**src/common/ovsa_pkg.sv**
```systemverilog
/*
 * Package for the overlay surface address register bank: register offsets,
 * field positions, reset values and the packed types carried between blocks.
 * Assumes a byte-addressed register space with one 32-bit word per register.
 */
package ovsa_pkg;

    // ========================================================================
    // Register space
    // ========================================================================
    localparam int unsigned ADDR_W = 20;
    localparam logic [19:0] OFS_CMD = 20'h0_0068;
    localparam logic [19:0] OFS_LUMA_BUF0_BASE_ADDR = 20'h0_0070;
    localparam logic [19:0] OFS_LUMA_BUF1_BASE_ADDR = 20'h0_0074;
    localparam logic [19:0] OFS_CHROMA_U_BUF0_BASE_ADDR = 20'h0_0078;
    localparam logic [19:0] OFS_CHROMA_V_BUF0_BASE_ADDR = 20'h0_007C;
    localparam logic [19:0] OFS_CHROMA_U_BUF1_BASE_ADDR = 20'h0_0080;
    localparam logic [19:0] OFS_CHROMA_V_BUF1_BASE_ADDR = 20'h0_0084;
    localparam logic [19:0] OFS_LUMA_BUF0_TILE_START = 20'h0_0088;
    localparam logic [19:0] OFS_LUMA_BUF1_TILE_START = 20'h0_008C;
    localparam logic [19:0] OFS_CHROMA_U_BUF0_TILE_START = 20'h0_0090;
    localparam logic [19:0] OFS_DEBUG_MIRROR = 20'h3_0100;
    localparam int unsigned N_BASE = 6;
    localparam int unsigned N_TILE = 3;

    // Index of each base address register within the bank.
    localparam int unsigned IDX_LUMA0 = 0;
    localparam int unsigned IDX_LUMA1 = 1;
    localparam int unsigned IDX_U0 = 2;
    localparam int unsigned IDX_V0 = 3;
    localparam int unsigned IDX_U1 = 4;
    localparam int unsigned IDX_V1 = 5;

    // ========================================================================
    // Field layout
    // ========================================================================
    localparam int unsigned CMD_TILED_BIT = 19;
    localparam int unsigned CMD_MIRROR_LSB = 17;
    localparam int unsigned CMD_ACTIVE_BUFFER_POINTER_LSB = 2;
    localparam int unsigned TILE_Y_LSB = 16;
    localparam int unsigned TILE_X_LSB = 0;
    localparam int unsigned POS_W = 12;
    localparam logic [31:0] BASE_PAGE_MASK = 32'hFFFF_F000;
    localparam logic [31:0] TILE_FIELD_MASK = 32'h0FFF_0FFF;
    localparam logic [31:0] CMD_FIELD_MASK = 32'h000E_000C;
    localparam logic [31:0] RESET_VALUE = 32'h0000_0000;
    localparam logic [1:0] ACTIVE_BUFFER_POINTER_SET0 = 2'h0;
    localparam logic [1:0] ACTIVE_BUFFER_POINTER_SET1 = 2'h1;

    typedef enum logic [1:0] {
        OVSA_MIR_NONE = 2'h0,
        OVSA_MIR_H = 2'h1,
        OVSA_MIR_V = 2'h2,
        OVSA_MIR_BOTH = 2'h3
    } ovsa_mirror_type;

    typedef struct packed {
        logic tiled;
        logic [1:0] mirror;
        logic [1:0] active_buffer_pointer;
    } ovsa_cmd_type;

    typedef struct packed {
        logic [11:0] y;
        logic [11:0] x;
    } ovsa_tile_pos_type;

endpackage

```
**src/rtl/ovsa_tile_pos.sv**
```systemverilog
/*
 * Start position interpreter for one tiled plane. Registers the x,y start
 * fields for the fetch engine and flags how mirroring changes their meaning.
 * Assumes the tiled and mirror settings come from logic on the same clock.
 */
`timescale 1ns/10ps

module ovsa_tile_pos (
    input wire logic clk, // Register clock.
    input wire logic rst, // Synchronous reset, active high.
    input wire ovsa_pkg::ovsa_tile_pos_type raw, // Stored start fields.
    input wire logic avail, // A start register exists for this plane.
    input wire logic tiled, // Surface layout is X-tiled.
    input wire logic [1:0] mirror, // Mirroring mode.
    output ovsa_pkg::ovsa_tile_pos_type pos, // Start position used.
    output logic valid, // Position applies to the fetch.
    output logic x_last, // X names the last pixel of the line.
    output logic y_from_end // Y is the lower right corner from the data end.
);

    ovsa_pkg::ovsa_tile_pos_type pos_q;
    logic valid_q;
    logic x_last_q;
    logic y_from_end_q;
    logic use_pos;

    assign use_pos = tiled && avail;

    // ========================================================================
    // Position and meaning
    // ========================================================================
    // A linear surface pans by linear offset, so the start fields read as zero.
    always_ff @(posedge clk) begin
        if (rst) begin
            pos_q <= '0;
            valid_q <= 1'b0;
        end else begin
            pos_q.y <= use_pos ? raw.y : '0;
            pos_q.x <= use_pos ? raw.x : '0;
            valid_q <= use_pos;
        end
    end

    always_ff @(posedge clk) begin
        if (rst) begin
            x_last_q <= 1'b0;
            y_from_end_q <= 1'b0;
        end else begin
            x_last_q <= use_pos && mirror[0];
            y_from_end_q <= use_pos && mirror[1];
        end
    end

    assign pos = pos_q;
    assign valid = valid_q;
    assign x_last = x_last_q;
    assign y_from_end = y_from_end_q;

    // ========================================================================
    // Checks
    // ========================================================================
    AST_X_FIELD: assert property (@(posedge clk) disable iff (rst)
        (tiled && avail) |=> (pos.x == $past(raw.x)) && valid)
        else $error("x start does not follow the stored field");

    AST_Y_FIELD: assert property (@(posedge clk) disable iff (rst)
        (tiled && avail) |=> (pos.y == $past(raw.y)))
        else $error("y start does not follow the stored field");

    AST_LINEAR_IGNORED: assert property (@(posedge clk) disable iff (rst)
        !tiled |=> !valid && (pos == '0))
        else $error("start position used on a linear surface");

    AST_MIRROR_H: assert property (@(posedge clk) disable iff (rst)
        (tiled && avail && mirror[0]) |=> x_last)
        else $error("horizontal mirror not flagged on x start");

    AST_MIRROR_V: assert property (@(posedge clk) disable iff (rst)
        (tiled && avail) |=> (y_from_end == $past(mirror[1])))
        else $error("vertical mirror meaning of y start wrong");

endmodule

```
**src/rtl/ovsa_top.sv**
```systemverilog
/*
 * Overlay surface address register bank: command layout fields, six plane
 * base addresses and three tiled start registers, with the read-only debug
 * mirror space, and the registered address set handed to the fetch engine.
 * Assumes one register clock, single-cycle read and write strobes from the
 * register space decoder, and a fetch engine that translates aperture
 * offsets through the global translation table.
 */
`timescale 1ns/10ps

module ovsa_top (
    input wire logic CLK, // Register clock, 10 MHz.
    input wire logic SYS_RST, // Synchronous reset, active high.
    input wire logic [19:0] REG_ADDR, // Byte address of the access.
    input wire logic REG_WR, // Write strobe, one cycle.
    input wire logic [31:0] REG_WDATA, // Write data.
    input wire logic REG_RD, // Read strobe, one cycle.
    output logic [31:0] REG_RDATA, // Read data, held until the next read.
    output logic REG_RVALID, // Read data valid, one cycle.
    output logic [31:0] FETCH_LUMA_BASE, // Luma base of the active set.
    output logic [31:0] FETCH_U_BASE, // Chroma U base of the active set.
    output logic [31:0] FETCH_V_BASE, // Chroma V base of the active set.
    output logic FETCH_BUF_SEL, // Active buffer set.
    output logic FETCH_TILED, // Surfaces are X-tiled.
    output logic FETCH_LINEAR_PAN, // Pan by linear buffer offset.
    output logic [1:0] FETCH_MIRROR, // Mirroring mode.
    output ovsa_pkg::ovsa_tile_pos_type FETCH_LUMA_POS, // Luma start x,y.
    output logic FETCH_LUMA_POS_VALID, // Luma start applies.
    output logic FETCH_LUMA_X_LAST, // Luma x names the last pixel.
    output logic FETCH_LUMA_Y_FROM_END, // Luma y counts from the data end.
    output ovsa_pkg::ovsa_tile_pos_type FETCH_U_POS, // Chroma U start x,y.
    output logic FETCH_U_POS_VALID, // Chroma U start applies.
    output logic FETCH_U_X_LAST, // Chroma U x names the last pixel.
    output logic FETCH_U_Y_FROM_END // Chroma U y counts from the data end.
);

    ovsa_pkg::ovsa_cmd_type cmd_q;
    logic [31:0] base_q [ovsa_pkg::N_BASE];
    ovsa_pkg::ovsa_tile_pos_type tile_q [ovsa_pkg::N_TILE];
    logic [31:0] rdata_q;
    logic [31:0] rdata_d;
    logic rvalid_q;
    logic [31:0] luma_base_q;
    logic [31:0] u_base_q;
    logic [31:0] v_base_q;
    logic buf_sel_q;
    logic tiled_q;
    logic [1:0] mirror_q;
    logic wr_cmd;
    logic [1:0] new_buf;
    logic sel;

    assign wr_cmd = REG_WR && (REG_ADDR == ovsa_pkg::OFS_CMD);
    assign new_buf = REG_WDATA[ovsa_pkg::CMD_ACTIVE_BUFFER_POINTER_LSB +: 2];
    assign sel = cmd_q.active_buffer_pointer[0];

    // ========================================================================
    // Command layout fields
    // ========================================================================
    // A reserved buffer code leaves the previous selection in place, so the
    // fetch engine never sees a set that does not exist.
    always_ff @(posedge CLK) begin
        if (SYS_RST) begin
            cmd_q <= '0;
        end else if (wr_cmd) begin
            cmd_q.tiled <= REG_WDATA[ovsa_pkg::CMD_TILED_BIT];
            cmd_q.mirror <= REG_WDATA[ovsa_pkg::CMD_MIRROR_LSB +: 2];
            if (new_buf == ovsa_pkg::ACTIVE_BUFFER_POINTER_SET0 || new_buf == ovsa_pkg::ACTIVE_BUFFER_POINTER_SET1) begin
                cmd_q.active_buffer_pointer <= new_buf;
            end
        end
    end

    // ========================================================================
    // Base address and tiled start storage
    // ========================================================================
    // Writes land only at the primary offsets; the debug mirror is read-only.
    generate
        for (genvar i = 0; i < ovsa_pkg::N_BASE; i++) begin : g_base
            always_ff @(posedge CLK) begin
                if (SYS_RST) begin
                    base_q[i] <= ovsa_pkg::RESET_VALUE;
                end else if (REG_WR && REG_ADDR ==
                        ovsa_pkg::OFS_LUMA_BUF0_BASE_ADDR + 20'(4 * i)) begin
                    base_q[i] <= REG_WDATA;
                end
            end
        end
        for (genvar t = 0; t < ovsa_pkg::N_TILE; t++) begin : g_tile
            always_ff @(posedge CLK) begin
                if (SYS_RST) begin
                    tile_q[t] <= '0;
                end else if (REG_WR && REG_ADDR ==
                        ovsa_pkg::OFS_LUMA_BUF0_TILE_START + 20'(4 * t)) begin
                    tile_q[t].y <= REG_WDATA[ovsa_pkg::TILE_Y_LSB +: ovsa_pkg::POS_W];
                    tile_q[t].x <= REG_WDATA[ovsa_pkg::TILE_X_LSB +: ovsa_pkg::POS_W];
                end
            end
        end
    endgenerate

    // ========================================================================
    // Register reads
    // ========================================================================
    // Reserved bits are not stored, so they always read as zero whatever
    // software wrote into them.
    always_comb begin
        rdata_d = '0;
        if (REG_ADDR == ovsa_pkg::OFS_CMD ||
                REG_ADDR == ovsa_pkg::OFS_CMD + ovsa_pkg::OFS_DEBUG_MIRROR) begin
            rdata_d[ovsa_pkg::CMD_TILED_BIT] = cmd_q.tiled;
            rdata_d[ovsa_pkg::CMD_MIRROR_LSB +: 2] = cmd_q.mirror;
            rdata_d[ovsa_pkg::CMD_ACTIVE_BUFFER_POINTER_LSB +: 2] = cmd_q.active_buffer_pointer;
        end
        for (int i = 0; i < ovsa_pkg::N_BASE; i++) begin
            if (REG_ADDR == ovsa_pkg::OFS_LUMA_BUF0_BASE_ADDR + 20'(4 * i)) begin
                rdata_d = base_q[i];
            end
        end
        for (int t = 0; t < ovsa_pkg::N_TILE; t++) begin
            if (REG_ADDR == ovsa_pkg::OFS_LUMA_BUF0_TILE_START + 20'(4 * t) ||
                    REG_ADDR == ovsa_pkg::OFS_LUMA_BUF0_TILE_START +
                    ovsa_pkg::OFS_DEBUG_MIRROR + 20'(4 * t)) begin
                rdata_d = {4'h0, tile_q[t].y, 4'h0, tile_q[t].x};
            end
        end
        // Base mirrors fall through to zero: no debug readback path.
    end

    always_ff @(posedge CLK) begin
        if (SYS_RST) begin
            rdata_q <= '0;
            rvalid_q <= 1'b0;
        end else begin
            rvalid_q <= REG_RD;
            if (REG_RD) begin
                rdata_q <= rdata_d;
            end
        end
    end

    assign REG_RDATA = rdata_q;
    assign REG_RVALID = rvalid_q;

    // ========================================================================
    // Fetch address set
    // ========================================================================
    // The bases leave as aperture offsets; page translation belongs to the
    // fetch path. Masking the page offset costs nothing and keeps a careless
    // write from producing an unaligned fetch.
    always_ff @(posedge CLK) begin
        if (SYS_RST) begin
            luma_base_q <= '0;
            u_base_q <= '0;
            v_base_q <= '0;
            buf_sel_q <= 1'b0;
        end else begin
            luma_base_q <= (sel ? base_q[ovsa_pkg::IDX_LUMA1] : base_q[ovsa_pkg::IDX_LUMA0])
                & ovsa_pkg::BASE_PAGE_MASK;
            u_base_q <= (sel ? base_q[ovsa_pkg::IDX_U1] : base_q[ovsa_pkg::IDX_U0])
                & ovsa_pkg::BASE_PAGE_MASK;
            v_base_q <= (sel ? base_q[ovsa_pkg::IDX_V1] : base_q[ovsa_pkg::IDX_V0])
                & ovsa_pkg::BASE_PAGE_MASK;
            buf_sel_q <= sel;
        end
    end

    always_ff @(posedge CLK) begin
        if (SYS_RST) begin
            tiled_q <= 1'b0;
            mirror_q <= ovsa_pkg::OVSA_MIR_NONE;
        end else begin
            tiled_q <= cmd_q.tiled;
            mirror_q <= cmd_q.mirror;
        end
    end

    assign FETCH_LUMA_BASE = luma_base_q;
    assign FETCH_U_BASE = u_base_q;
    assign FETCH_V_BASE = v_base_q;
    assign FETCH_BUF_SEL = buf_sel_q;
    assign FETCH_TILED = tiled_q;
    assign FETCH_LINEAR_PAN = !tiled_q;
    assign FETCH_MIRROR = mirror_q;

    // Chroma U has a start register for set 0 only; in set 1 it reads invalid.
    ovsa_tile_pos u_luma_pos (
        .clk(CLK),
        .rst(SYS_RST),
        .raw(sel ? tile_q[1] : tile_q[0]),
        .avail(1'b1),
        .tiled(cmd_q.tiled),
        .mirror(cmd_q.mirror),
        .pos(FETCH_LUMA_POS),
        .valid(FETCH_LUMA_POS_VALID),
        .x_last(FETCH_LUMA_X_LAST),
        .y_from_end(FETCH_LUMA_Y_FROM_END)
    );

    ovsa_tile_pos u_chroma_pos (
        .clk(CLK),
        .rst(SYS_RST),
        .raw(tile_q[2]),
        .avail(!sel),
        .tiled(cmd_q.tiled),
        .mirror(cmd_q.mirror),
        .pos(FETCH_U_POS),
        .valid(FETCH_U_POS_VALID),
        .x_last(FETCH_U_X_LAST),
        .y_from_end(FETCH_U_Y_FROM_END)
    );

    // ========================================================================
    // Checks
    // ========================================================================
    AST_BASE_ALIGN: assert property (@(posedge CLK) disable iff (SYS_RST)
        (FETCH_LUMA_BASE[11:0] == 12'h000) && (FETCH_U_BASE[11:0] == 12'h000)
        && (FETCH_V_BASE[11:0] == 12'h000))
        else $error("fetch base not page aligned");

    AST_BASE_SELECT: assert property (@(posedge CLK) disable iff (SYS_RST)
        ##1 FETCH_LUMA_BASE == (($past(sel) ? $past(base_q[1]) : $past(base_q[0]))
        & ovsa_pkg::BASE_PAGE_MASK))
        else $error("luma base does not follow the active set");

    AST_DEBUG_BASE_ZERO: assert property (@(posedge CLK) disable iff (SYS_RST)
        (REG_RD && REG_ADDR >= ovsa_pkg::OFS_LUMA_BUF0_BASE_ADDR + ovsa_pkg::OFS_DEBUG_MIRROR
        && REG_ADDR <= ovsa_pkg::OFS_CHROMA_V_BUF1_BASE_ADDR + ovsa_pkg::OFS_DEBUG_MIRROR)
        |=> REG_RVALID && (REG_RDATA == 32'h0000_0000))
        else $error("base register visible on the debug path");

    AST_TILE_MIRROR: assert property (@(posedge CLK) disable iff (SYS_RST)
        (REG_WR && REG_ADDR == ovsa_pkg::OFS_LUMA_BUF0_TILE_START) ##1
        (REG_RD && !REG_WR && REG_ADDR ==
        ovsa_pkg::OFS_LUMA_BUF0_TILE_START + ovsa_pkg::OFS_DEBUG_MIRROR)
        |=> REG_RDATA == ($past(REG_WDATA, 2) & ovsa_pkg::TILE_FIELD_MASK))
        else $error("tiled start debug mirror does not match");

    AST_LINEAR_PAN: assert property (@(posedge CLK) disable iff (SYS_RST)
        FETCH_LINEAR_PAN |-> !FETCH_LUMA_POS_VALID && !FETCH_U_POS_VALID)
        else $error("x,y start used while panning linearly");

    AST_TILED_SELECT: assert property (@(posedge CLK) disable iff (SYS_RST)
        wr_cmd ##1 !wr_cmd |=> FETCH_TILED == $past(REG_WDATA[19], 2))
        else $error("layout select not taken from command bit");

    AST_MIRROR_SELECT: assert property (@(posedge CLK) disable iff (SYS_RST)
        wr_cmd ##1 !wr_cmd |=> FETCH_MIRROR == $past(REG_WDATA[18:17], 2))
        else $error("mirroring mode not taken from command field");

    AST_RESERVED_BUF: assert property (@(posedge CLK) disable iff (SYS_RST)
        (wr_cmd && REG_WDATA[3]) |=> cmd_q.active_buffer_pointer == $past(cmd_q.active_buffer_pointer))
        else $error("reserved buffer code was accepted");

    AST_RESET_ZERO: assert property (@(posedge CLK)
        SYS_RST |=> (tile_q[0] == '0) && (tile_q[1] == '0) && (tile_q[2] == '0))
        else $error("tiled start register not zero after reset");

    // The leading one-edge delay starts each check after reset has gone, so
    // that the history these checks look back on never lies inside reset.
    AST_U_BASE_SELECT: assert property (@(posedge CLK) disable iff (SYS_RST)
        ##1 FETCH_U_BASE == (($past(sel) ? $past(base_q[ovsa_pkg::IDX_U1])
        : $past(base_q[ovsa_pkg::IDX_U0])) & ovsa_pkg::BASE_PAGE_MASK))
        else $error("chroma U base does not follow the active set");

    AST_V_BASE_SELECT: assert property (@(posedge CLK) disable iff (SYS_RST)
        ##1 FETCH_V_BASE == (($past(sel) ? $past(base_q[ovsa_pkg::IDX_V1])
        : $past(base_q[ovsa_pkg::IDX_V0])) & ovsa_pkg::BASE_PAGE_MASK))
        else $error("chroma V base does not follow the active set");

    AST_BUF_SEL_OUT: assert property (@(posedge CLK) disable iff (SYS_RST)
        ##1 FETCH_BUF_SEL == $past(sel))
        else $error("buffer select does not follow the active pointer");

    AST_ACTIVE_BUFFER_POINTER_LEGAL: assert property (@(posedge CLK) disable iff (SYS_RST)
        cmd_q.active_buffer_pointer[1] == 1'b0)
        else $error("reserved buffer code held in the command register");

    AST_READ_VALID: assert property (@(posedge CLK) disable iff (SYS_RST)
        ##1 REG_RVALID == $past(REG_RD))
        else $error("read valid does not follow the read strobe");

    AST_MIRROR_READ_ONLY: assert property (@(posedge CLK) disable iff (SYS_RST)
        (REG_WR && REG_ADDR == ovsa_pkg::OFS_LUMA_BUF0_TILE_START + ovsa_pkg::OFS_DEBUG_MIRROR)
        |=> tile_q[0] == $past(tile_q[0]))
        else $error("debug mirror write changed a tiled start register");

endmodule

```
**config.mk**
```make
export PLATFORM = sky130hd
export DESIGN_NAME = ovsa_top
export DESIGN_NICKNAME = d
export VERILOG_FILES = /design/src/common/ovsa_pkg.sv /design/src/rtl/ovsa_tile_pos.sv /design/src/rtl/ovsa_top.sv
export SDC_FILE = /design/constraint.sdc
export NUM_CORES = 1
export LEC_CHECK = 0
export ABC_AREA = 1
export BUFFER_PORTS_ARGS = -buffer_cell sky130_fd_sc_hd__buf_4
export CORE_UTILIZATION = 40
export DETAILED_ROUTE_END_ITERATION = 7
export SLEW_MARGIN = 20
export SYNTH_ARGS = -nofsm -noshare
export SYNTH_HDL_FRONTEND = slang
export SYNTH_HIERARCHICAL = 1
export SYNTH_SLANG_ARGS = --single-unit
```
**constraint.sdc**
```tcl
create_clock -name CLK -period 4.8 [get_ports CLK]
set_input_delay 0 -clock CLK [delete_from_list [all_inputs] [get_ports CLK]]
set_output_delay 0 -clock CLK [all_outputs]
set_load 0.01 [all_outputs]
```
==> impl_metrics.csv <==
group,metric,value,unit
floorplan,fp.coreArea,44220,sq um
min_path,hold_path_class,"in2reg",
floorplan,die_w,213.8,microns
floorplan,die_h,213.8,microns
power,powerDensity,365.9,nW/um^2
worst_setup_path,crit_family,"flip-flops",
drt,finalWirelength,53800,microns
clocking,cts_hold_buffers,27,
place,gp_congestion,0.9056,
floorplan,io_pins,244,
clocking,post-cts-setup-buffers,0,
global_routing,gr-total-overflow,0,
clocking,ctsHtreeMaxLevel,2,
worst_setup_path,criticalPathCategory,"reg2reg",
timing,tightest_slew,1.030,ns
floorplan,initial_utilization,40.59,%
global_routing,grt_pass1_wl,80460,microns
power,pwr-share-seq,51.0,%
clocking,clock_path_buffers,3,
worst_setup_path,cp_cell_sequence,"buf_4 -> nand2_1 -> inv_1 -> nand2_1 -> nand2_1 -> nand2_1 -> nand2_1 -> nand2_1 -> nand2_1 -> nand2_1 -> nand2_1 -> nand2_1 -> a21oi_1",
timing,slew_viol_final,0,
clocking,ctsResizeCount,0,
worst_setup_path,cp_max_fo,64,
logic_synthesis,synth_top_family_by_area,"simple AND/OR/NAND/NOR gates",
power,p_clk_share,44.0,%
drt,drcViolationCount,0,
drt,drt_iter0_drc,1404,
floorplan,rows,77,
timing,grt_setup_unrepaired,"false",
clocking,clkTransAtPathRegs,0.06,ns
logic_synthesis,ys_seq_area_share,61.56,%
place,port_buffers,207,
power,pwr-share-comb,5.0,%
timing,hold_ws,-0.009736,ns
logic_synthesis,synth_xor_area_share,0,%
run,cap_violations,0,
clocking,cts_sinks,420,
cells_and_area,syn2layout_area_growth,20.74,%
clocking,insertion_delay,0.60,ns
worst_setup_path,endpoint_kind,"register",
cells_and_area,final_nets,2246,
worst_setup_path,reg2reg_slack,2.41,ns
clocking,numCtsBuffers,45,
logic_synthesis,synth_seq_cells,420,
cells_and_area,regArea,11050,sq um
logic_synthesis,avgSynthCellArea,9.030,sq um
drt,ant_nets,0,
worst_setup_path,cpMaxStageDelayCell,"dfxtp_4",
power,p_leak,9.344,nW
power,p_switching,1.796,mW
worst_setup_path,cp-start-kind,"register",
logic_synthesis,yosys.area_share.simple,19.31,%
floorplan,dieArea,45730,sq um
timing,worst_slew_margin_rel,31.11,%
timing,timing.fmax,418.5,MHz
timing,clock_skew,0.01804,ns
clocking,cts_root_buf,"clkbuf_16",
cells_and_area,drive_above_1_share,17.21,%
logic_synthesis,synth_fa_ha_area_share,0,%
power,switching_share,22.65,%
worst_setup_path,cp_common_cell,"nand2_1",
global_routing,grt_max_degree,81,
power,p_total,7.930,mW
global_routing,antenna_found_initial,2,
cells_and_area,multi_input_area,5479,sq um
worst_setup_path,worstPathArrival,2.91,ns
clocking,cts_tree,"built",
timing,layout_min_cycle_time,2.390,ns
drt,dr.pass1.iters,5,
outcome,status,"finished, violations left",
drt,wl_per_cell,19.08,microns
worst_setup_path,max_stage_delay,0.79,ns
logic_synthesis,ys_warn_count,6,
logic_synthesis,synth.cell_area,17950,sq um
timing,finalHoldViolCount,8,
place,hpwl,35610,microns
drt,vias_per_cell,5.052,
timing,finalSetupTns,0,ns
global_routing,gr-usage-all-layers,23.64,%
cells_and_area,nFillCells,4212,
logic_synthesis,ys_types,30,
timing,period_share,49.79,%
worst_setup_path,cp.buffers_inverters,2,
timing,finalSetupViolCount,0,
power,internal-power,6.134,mW
logic_synthesis,synthMuxAreaShare,0,%
global_routing,grt_pass1_vias,13590,
place,dp_slack,1.990,ns
outcome,violations,"hold timing",
drt,vias,14240,
timing,layout_setup_ws,2.410,ns
worst_setup_path,cp.required,5.32,ns
logic_synthesis,synth_compound_area_share,10.09,%
power,peakVddDrop,244.5,uV
logic_synthesis,synthCells,1988,
==> metrics by stage <==
stage	area (sq um)	hold WS (ns)	cells	utilization, %
finish	21670	-0.009736	2819	49.01
global route	21670	0.01381	2818	49.01
global placement	19900	0.2950	2708	45.00
CTS	21670	0.0002822	2818	48.99
detailed placement	19900	0.2986	2708	45.00
floorplan	18080	0.06907	2023	-
==> synthesized netlist by cell type <==
master,count,area [sq um]
nor2_4,3,33.78
o221ai_1,6,52.55
nor2_8,2,40.04
buf_6,4,45.04
inv_1,200,750.7
nand2_2,3,18.77
a22oi_1,3,22.52
edfxtp_1,264,7928
nand4_1,4,25.02
buf_4,39,292.8
nand3_1,46,230.2
nand4_2,1,12.51
buf_2,34,170.2
clkinv_1,26,97.59
nor2_1,446,1674
nand3b_1,1,7.510
nor2_2,43,269.0
nand3_4,3,52.55
buf_1,3,11.26
a21oi_1,196,980.9
inv_2,7,26.28
nor3_2,2,20.02
nand2_1,283,1062
conb_1,2,7.510
nor3_1,4,20.02
o21ai_1,30,150.1
o211ai_1,6,45.04
o21ai_0,112,560.5
dfxtp_1,156,3123
clkbuf_1,59,221.5
==> final timing paths <==
path / to / cells after the start / startpoint
max: REG_RDATA[2]$_SDFFE_PP0P_ / 13 / cmd_q[0]$_SDFFE_PP0P_
min: base_q[1][7]$_SDFFCE_PN0P_ / 3 / REG_WDATA[7]
max reg2reg: REG_RDATA[2]$_SDFFE_PP0P_ / 13 / cmd_q[0]$_SDFFE_PP0P_
min reg2reg: cmd_q[1]$_SDFFE_PP0P_ / 2 / cmd_q[1]$_SDFFE_PP0P_
==> worst reg2reg max path, stage by stage, from the launching register on <==
cell	delay, ns
dfxtp_4	0.79
buf_4	0.65
nand2_1	0.11
inv_1	0.07
nand2_1	0.05
nand2_1	0.09
nand2_1	0.06
nand2_1	0.05
nand2_1	0.05
nand2_1	0.05
nand2_1	0.12
nand2_1	0.09
nand2_1	0.05
a21oi_1	0.10
==> cell type report <==
type,instances,share of cell area (%)
inverter,233,4.035
sequential,420,51.00
antenna,1,0.01155
clock inverter,18,0.6581
multi-input combinational,1231,25.28
timing repair buffer,259,9.341
clock buffer,65,6.252
tap,592,3.418
==> layout by cell type (no fill, tap or decap), drive strengths merged <==
cell type / Yosys / layout
buf: 80 / 232
bufinv: 0 / 1
o221ai: 6 / 6
o21ai: 142 / 142
nand4: 5 / 5
nand3b: 1 / 1
edfxtp: 264 / 264
o211ai: 6 / 6
conb: 2 / 37
diode: 0 / 1
nand3: 49 / 49
clkbuf: 59 / 65
a22oi: 3 / 3
nor2: 494 / 494
nor3: 6 / 6
a21oi: 196 / 196
nand2: 286 / 286
clkinv: 26 / 39
dfxtp: 156 / 156
inv: 207 / 211
dlygate4sd3: 0 / 27
==> sequential cells by signal, summed over array words and instances, names as in the netlist <==
signal / count
u_chroma_pos/x_last: 1
u_chroma_pos/y_from_end: 1
tile_q: 72
REG_RVALID: 1
FETCH_U_BASE: 20
FETCH_BUF_SEL: 1
REG_RDATA: 32
FETCH_TILED: 1
cmd_q: 5
u_luma_pos/y_from_end: 1
u_chroma_pos/valid: 1
base_q: 192
u_luma_pos/x_last: 1
FETCH_V_BASE: 20
u_luma_pos/valid: 1
u_luma_pos/pos: 24
FETCH_MIRROR: 2
u_chroma_pos/pos: 24
FETCH_LUMA_BASE: 20
==> layer usage <==
metal  track usage (%)  up-vias  routed length [microns]
li1                  -     6741                        -
met2             37.65      624                    24720
met1             32.22     6776                    23130
met4             8.177        2                     1481
met5                 0        -                       13
met3             4.482       98                     4445
==> kinds of logic after synthesis <==
group                  after synthesis
and+or+nand+nor                    841
DFF                                420
buffers and inverters              372
AOI/OAI and AO/OA                  353
other                                2
==> power groups by stage <==
stage                     clock [mW]  sequential (mW)  combinational [mW]
after floorplan                    0             4.12               0.184
after global placement             0             4.12               0.375
after detailed placement           0             4.12               0.376
after CTS                       3.55             4.04               0.395
after global routing            3.66             4.06               0.430
final                           3.49             4.05               0.393
Note: power is estimated with default switching activity, not from simulation.
